<file path="config.mk">
export PLATFORM = sky130hd
export DESIGN_NAME = lbx_exec
export DESIGN_NICKNAME = d
export VERILOG_FILES = /design/src/logic/lbx_pkg.sv /design/src/logic/lbx_decode.sv /design/src/logic/lbx_exec.sv
export SDC_FILE = /design/constraint.sdc
export NUM_CORES = 1
export LEC_CHECK = 0
export ABC_AREA = 1
export BUFFER_PORTS_ARGS = -buffer_cell sky130_fd_sc_hd__buf_2
export CAP_MARGIN = 20
export CORE_MARGIN = 10
export CORE_UTILIZATION = 30
export DETAILED_ROUTE_END_ITERATION = 10
export GPL_TIMING_DRIVEN = 1
export PLACE_DENSITY_LB_ADDON = 0.12
export SYNTH_ARGS = -nofsm -noshare
export SYNTH_HDL_FRONTEND = slang
export SYNTH_SLANG_ARGS = --single-unit
</file>
<file path="constraint.sdc">
create_clock -name clk -period 3.8 [get_ports clk]
set_input_delay 1.14 -clock clk [delete_from_list [all_inputs] [get_ports clk]]
set_output_delay 1.14 -clock clk [all_outputs]
set_load 0.05 [all_outputs]
</file>
<file path="src/logic/lbx_pkg.sv">
// package: encodings, field positions and types for the logic/bit-op execute block
`default_nettype none
package lbx_pkg;
   localparam logic [11:0] LBX_AND_MASK = 12'hFC0;
   localparam logic [11:0] LBX_AND_PAT = 12'h140;
   localparam logic [11:0] LBX_BIT_MASK = 12'hF00;
   localparam logic [11:0] LBX_BCLR_PAT = 12'h400;
   localparam logic [11:0] LBX_BSET_PAT = 12'h500;
   localparam logic [11:0] LBX_BTSC_PAT = 12'h600;
   localparam logic [11:0] LBX_NOP = 12'h000;
   localparam int LBX_DEST_BIT = 5;
   localparam int LBX_BIDX_LSB = 5;
   localparam int LBX_BIDX_W = 3;
   localparam int LBX_ADDR_W = 5;
   localparam logic [4:0] LBX_TIMER_ADDR = 5'h01;
   localparam logic [7:0] LBX_ACC_RST = 8'h00;

   typedef enum logic [1:0] {
      LBX_OP_NONE = 2'h0,
      LBX_OP_AND = 2'h1,
      LBX_OP_BIT = 2'h3,
      LBX_OP_TEST = 2'h2
   } lbx_op_t;

   // register file write request
   typedef struct packed {
      logic en;
      logic [4:0] addr;
      logic [7:0] data;
   } lbx_wr_t;
endpackage
`default_nettype wire

</file>
<file path="src/logic/lbx_decode.sv">
// instruction field decoder for the logic/bit-op execute block
`default_nettype none
module lbx_decode import lbx_pkg::*; (
   // instruction word
   input wire logic [11:0] instr,
   // decoded fields
   output lbx_op_t op,
   output logic set_bit,
   output logic dest_reg,
   output logic [4:0] addr,
   output logic [7:0] bit_mask
);
   wire is_and = (instr & LBX_AND_MASK) == LBX_AND_PAT;
   wire is_bclr = (instr & LBX_BIT_MASK) == LBX_BCLR_PAT;
   wire is_bset = (instr & LBX_BIT_MASK) == LBX_BSET_PAT;
   wire is_btsc = (instr & LBX_BIT_MASK) == LBX_BTSC_PAT;
   wire [2:0] bidx = instr[LBX_BIDX_LSB +: LBX_BIDX_W];

   // field extraction: 5-bit address, 3-bit bit index
   assign addr = instr[LBX_ADDR_W-1:0];
   assign bit_mask = 8'h01 << bidx;
   assign dest_reg = instr[LBX_DEST_BIT];
   assign set_bit = is_bset;
   assign op = is_and ? LBX_OP_AND : (is_bclr | is_bset) ? LBX_OP_BIT :
               is_btsc ? LBX_OP_TEST : LBX_OP_NONE;
endmodule
`default_nettype wire

</file>
<file path="src/logic/lbx_exec.sv">
// execute stage for AND-with-register and bit clear/set/test-skip instructions
// Functional notes
// - AND accumulator with addressed register; only the zero flag changes.
// - Destination bit zero: result goes to accumulator, register untouched.
// - Destination bit one: result written back to the addressed register.
// - Bit ops use 5-bit register address and 3-bit bit index.
// - Test-skip-if-clear with bit zero discards prefetched instruction, runs a no-op.
// - Test-skip takes one cycle without skip, two with skip.
// - Port registers read live pin levels as the modify source.
// - Write-back to the timer register clears the prescaler when assigned.
`default_nettype none
module lbx_exec import lbx_pkg::*; (
   // clock, reset, enable
   input wire logic clk,
   input wire logic resetn,
   input wire logic ce,
   // instruction from fetch; valid when instr_valid
   input wire logic [11:0] instr,
   input wire logic instr_valid,
   // register file read port
   output logic [4:0] rd_addr,
   input wire logic [7:0] rd_data,
   // live pin levels and port address flag
   input wire logic rd_is_port,
   input wire logic [7:0] pin_data,
   // prescaler assignment
   input wire logic psa_timer,
   // results
   output lbx_wr_t reg_wr,
   output logic [7:0] acc,
   output logic zero_flag,
   output logic zero_we,
   output logic flush,
   output logic prescaler_clr
);
   typedef enum logic [0:0] {LBX_RUN = 1'b0, LBX_SKIP = 1'b1} lbx_st_t;

   // decoded fields of the word in the execute slot
   lbx_op_t op;
   logic set_bit, dest_reg;
   logic [4:0] addr;
   logic [7:0] bit_mask;
   // state and result registers with their next values
   lbx_st_t st_r, st_nxt;
   logic [7:0] acc_r, acc_nxt;
   logic z_r, z_nxt, zwe_r, zwe_nxt;
   lbx_wr_t wr_r, wr_nxt;
   logic psc_r, psc_nxt;

   lbx_decode u_dec (
      .instr(instr),
      .op(op),
      .set_bit(set_bit),
      .dest_reg(dest_reg),
      .addr(addr),
      .bit_mask(bit_mask)
   );

   // the register file answers in the same cycle; a registered read port would
   // need one more stage here and would break the one-cycle timing of every op
   // operand selection and computed results
   wire [7:0] src = rd_is_port ? pin_data : rd_data;
   wire [7:0] and_res = acc_r & src;
   wire [7:0] bit_res = set_bit ? (src | bit_mask) : (src & ~bit_mask);
   wire bit_clear = (src & bit_mask) == 8'h00;
   wire run = instr_valid && st_r == LBX_RUN;
   wire do_and = run && op == LBX_OP_AND;
   wire do_bit = run && op == LBX_OP_BIT;
   wire take_skip = run && op == LBX_OP_TEST && bit_clear;
   wire and_to_reg = do_and && dest_reg;
   wire reg_write = and_to_reg || do_bit;

   assign rd_addr = addr;
   // gated by the enable so a frozen core never drops a fetched word
   assign flush = take_skip && ce;

   // next-state and result selection
   always_comb begin
      st_nxt = LBX_RUN;
      case (st_r)
         LBX_RUN: st_nxt = take_skip ? LBX_SKIP : LBX_RUN;
         LBX_SKIP: st_nxt = LBX_RUN;
         default: st_nxt = LBX_RUN;
      endcase
      acc_nxt = (do_and && !dest_reg) ? and_res : acc_r;
      z_nxt = do_and ? (and_res == 8'h00) : z_r;
      zwe_nxt = do_and;
      wr_nxt.en = reg_write;
      wr_nxt.addr = addr;
      wr_nxt.data = do_bit ? bit_res : and_res;
      psc_nxt = reg_write && addr == LBX_TIMER_ADDR && psa_timer;
   end

   // state registers
   always_ff @(posedge clk or negedge resetn) begin
      if (!resetn) begin
         st_r <= LBX_RUN;
         acc_r <= LBX_ACC_RST;
         z_r <= 1'b0;
         zwe_r <= 1'b0;
         wr_r <= '0;
         psc_r <= 1'b0;
      end else if (ce) begin
         st_r <= st_nxt;
         acc_r <= acc_nxt;
         z_r <= z_nxt;
         zwe_r <= zwe_nxt;
         wr_r <= wr_nxt;
         psc_r <= psc_nxt;
      end
   end

   assign acc = acc_r;
   assign zero_flag = z_r;
   assign zero_we = zwe_r;
   assign reg_wr = wr_r;
   assign prescaler_clr = psc_r;
endmodule
`default_nettype wire

</file>
==> metrics.yaml <==
critical_path:
  setup.worst_path.start_class: "input pin"
  critical-path-max-stage-delay_ns: 0.25
  reg2reg_from: "st_r"
  crit_end_category: "output port"
  crit_chain: "buf_2, inv_1, nand2_1, nand2_1, nand2_1, nand2_1, nor2_1, nand3_1, inv_1, buf_2"
  worst-path-max-fanout: 11
  worstReg2RegEnd: "acc[5]"
  worst_reg2reg_setup_slack_ns: 2.50
  worst_ep_required_time_ns: 2.66
  number_of_cells_traversed_by_the_worst_register_to_register_path: 8
  crit_path_frequent_cell: "sky130_fd_sc_hd__nand2_1"
  worst_ep_arrival_time_ns: 2.33
  worst_path_max_delay_cell: "sky130_fd_sc_hd__buf_2"
  setup_crit_path_kind: "input pin to output port"
  crit_buf_inv: 4
  timing.critical_path.max_delay_family: "buffers and inverters"
sta:
  number_of_endpoints_with_negative_hold_slack_in_the_final_report: 0
  final_max_slew_viol_count: 0
  achievable-frequency_ghz: 0.2886
  rsz_0062_raised_after_global_routing: "false"
  layout_min_cycle_time_ns: 3.465
  finalSetupViolations: 0
  setup_ws_ns: 0.3345
  setup_total_negative_slack_ns: 0
  slew_headroom: 0.5959
  fin_crit_sh: 0.9120
  worst_clock_skew_on_the_final_layout_ns: 0.004343
  fin_worst_hold_slack_ns: 0.4751
  worst_pin_slew_ns: 0.6062
cts:
  cts_inserted_buffers: 3
  ctsResizeCount: 0
  clock_insertion_delay_worst_skew_ns: 0.27
  clk_pin_slew_worst_setup_hold_paths_ns: 0.09
  cts_post_setup_buffers_inserted: 0
  cts_root_buffer: "sky130_fd_sc_hd__clkbuf_8"
  tritoncts_clock_tree: "done"
  htreeDepth: 1
  cts-root-to-sink-buffers: 2
  cts.sink_count: 26
  cts.hold.buffers_added: 0
logic_synthesis:
  asyncSetResetFlopFracSynth: 1.000
  mapped_cells: 243
  netlist-cell-type-count: 16
  seq_area_frac_synth: 0.4120
  post_synth.cell_area_avg_um2: 6.498
  synthTopCellsByArea: "sky130_fd_sc_hd__dfrtp_1 (41%), sky130_fd_sc_hd__nand2_1 (30%), sky130_fd_sc_hd__nand3_1 (7.6%)"
  syn_area_um2: 1579
  synth.cells.most_frequent: "sky130_fd_sc_hd__nand2_1 (127), sky130_fd_sc_hd__dfrtp_1 (26), sky130_fd_sc_hd__nand3_1 (24)"
  postSynthRegisterBits: 26
  post-synth-top-area-cell: "sky130_fd_sc_hd__dfrtp_1"
  prevailing_post_synth_register_cell: "sky130_fd_sc_hd__dfrtp_1"
  synth.net_count: 277
  yosysTopAreaCellShare: 0.4120
  yosysMostFrequentCell: "sky130_fd_sc_hd__nand2_1"
  synth.yosys.warnings: 0
  synth_enable_flop_cells: 0
floorplanning:
  die_width_um: 92.55
  ioPinCount: 65
  start_util: 0.3092
  fp.dieArea_um2: 8566
  core.rowCount: 26
  core_um2: 5107
  die_h_um: 92.55
drt:
  drt_first_iter_violations: 111
  ant_nets: 0
  routed_wirelength_um: 4860
  vias: 1616
  via_per_inst: 4.332
  drcViolationCount: 0
  drt_pre_antenna_iters: 4
  wl_per_cell_um: 13.03
layout:
  multi_input_area_um2: 778.2
  fillCellCount: 572
  antennaDiodeCount: 0
  drive_above_1_share: 0.2673
  sequential_cell_area_um2: 650.6
  fin_nets: 338
  syn_to_final_growth_pct: 27.02
grt:
  initial_antenna_violation_count: 0
  first_global_vias: 1761
  grt_max_degree: 27
  global_route.usage.total: 0.1171
  grt_first_pass_wirelength_um: 8280
  aggregate_global_routing_overflow: 0
worst_hold_path:
  hold_start: "reg_wr[12]"
  hold_path.class: "register to register"
  min_to: "reg_wr[12]"
  worst_hold_path.num_cells: 2
placed_design:
  port_buffers: 64
  dp.final_hpwl_um: 4011
  dpl_worst_slack_ns: 0.3222
  globalplace.congestion: 0.8310
power_and_ir_drop:
  post-layout-total-power_uw: 663.4
  ir_worst_vdd_mv: 0.1943
  power.density_nw_per_um2: 330.8
  leakage_nw: 1.275
status:
  outcome: "finished, final reports clean"
run:
  drv_cap: 0
## cell families (layout without fill, tap and decap cells)
family / count (synthesis) / after routing / share of synthesized area
AO/OA/AOI/OAI: 9 / 9 / 0.02852
AND/OR/NAND/NOR: 176 / 176 / 0.4643
flip-flops: 26 / 26 / 0.4120
buffers and inverters: 32 / 92 / 0.09508
## worst max path at each step
stage	start	to	slack (ns)	cells after the start
4_1_cts	rd_is_port	flush	0.32	10
5_1_grt	rd_is_port	flush	0.14	10
3_3_place_gp	rd_is_port	flush	0.32	10
3_5_place_dp	rd_is_port	flush	0.32	10
6_report	rd_is_port	flush	0.33	10
2_1_floorplan	rd_is_port	flush	0.66	8
## power breakdown
part	internal, mW	leakage [nW]	switching [mW]
sequential	0.286	0.351	0.00459
clock	0.141	0.0357	0.0888
combinational	0.0382	0.888	0.105
total	0.465	1.27	0.198
## through the flow
stage / cell area (um^2) / util / std cells
global route: 2006 / 0.3927 / 373
detailed placement: 1934 / 0.3787 / 369
finish: 2006 / 0.3927 / 373
floorplan: 1579 / - / 243
CTS: 2006 / 0.3927 / 373
global placement: 1934 / 0.3787 / 369
## area by class of cell
type | instances | share of cell area
Sequential cell | 26 | 0.3244
Clock buffer | 3 | 0.02059
Timing Repair Buffer | 66 | 0.1672
Multi-Input combinational cell | 185 | 0.3880
Tap cell | 70 | 0.04367
Inverter | 22 | 0.04117
Clock inverter | 1 | 0.01497
## registers in the layout (all words and copies together), names as in the netlist
| register | count |
|---|---|
| acc | 8 |
| prescaler_clr | 1 |
| reg_wr | 14 |
| st_r | 1 |
| zero_flag | 1 |
| zero_we | 1 |
## layer usage
metal  track usage  routed length, um
met1        0.1500               2296
met2        0.1853               2145
met3       0.04681                398
met4       0.01542                 20
met5             0                  0
## layout by cell type, fill, tap and decap left out
| cell type | netlist | routed |
|---|---|---|
| sky130_fd_sc_hd__dfrtp_1 | 26 | 26 |
| sky130_fd_sc_hd__nor2_1 | 17 | 17 |
| sky130_fd_sc_hd__buf_2 | 3 | 64 |
| sky130_fd_sc_hd__inv_1 | 17 | 17 |
| sky130_fd_sc_hd__o21ai_0 | 9 | 9 |
| sky130_fd_sc_hd__nand2_2 | 1 | 1 |
| sky130_fd_sc_hd__nand3_1 | 24 | 24 |
| sky130_fd_sc_hd__buf_4 | 5 | 2 |
| sky130_fd_sc_hd__clkbuf_8 | 0 | 3 |
| sky130_fd_sc_hd__nor2_4 | 4 | 4 |
| sky130_fd_sc_hd__inv_2 | 5 | 5 |
| sky130_fd_sc_hd__bufinv_16 | 0 | 1 |
| sky130_fd_sc_hd__nand3_2 | 1 | 1 |
| sky130_fd_sc_hd__nand4_1 | 1 | 1 |
| sky130_fd_sc_hd__nand2_1 | 127 | 127 |
| sky130_fd_sc_hd__nor3_1 | 1 | 1 |
## worst register-to-register path: stages (launching register included)
cell and delay (ns):
sky130_fd_sc_hd__dfrtp_1 0.39, sky130_fd_sc_hd__inv_1 0.05, sky130_fd_sc_hd__nand2_1 0.06, sky130_fd_sc_hd__nor2_1 0.16
sky130_fd_sc_hd__inv_2 0.06, sky130_fd_sc_hd__nor2_4 0.17, sky130_fd_sc_hd__nand2_2 0.16, sky130_fd_sc_hd__nand2_1 0.09
sky130_fd_sc_hd__nand2_1 0.05
(Power assumes the default switching activity.)
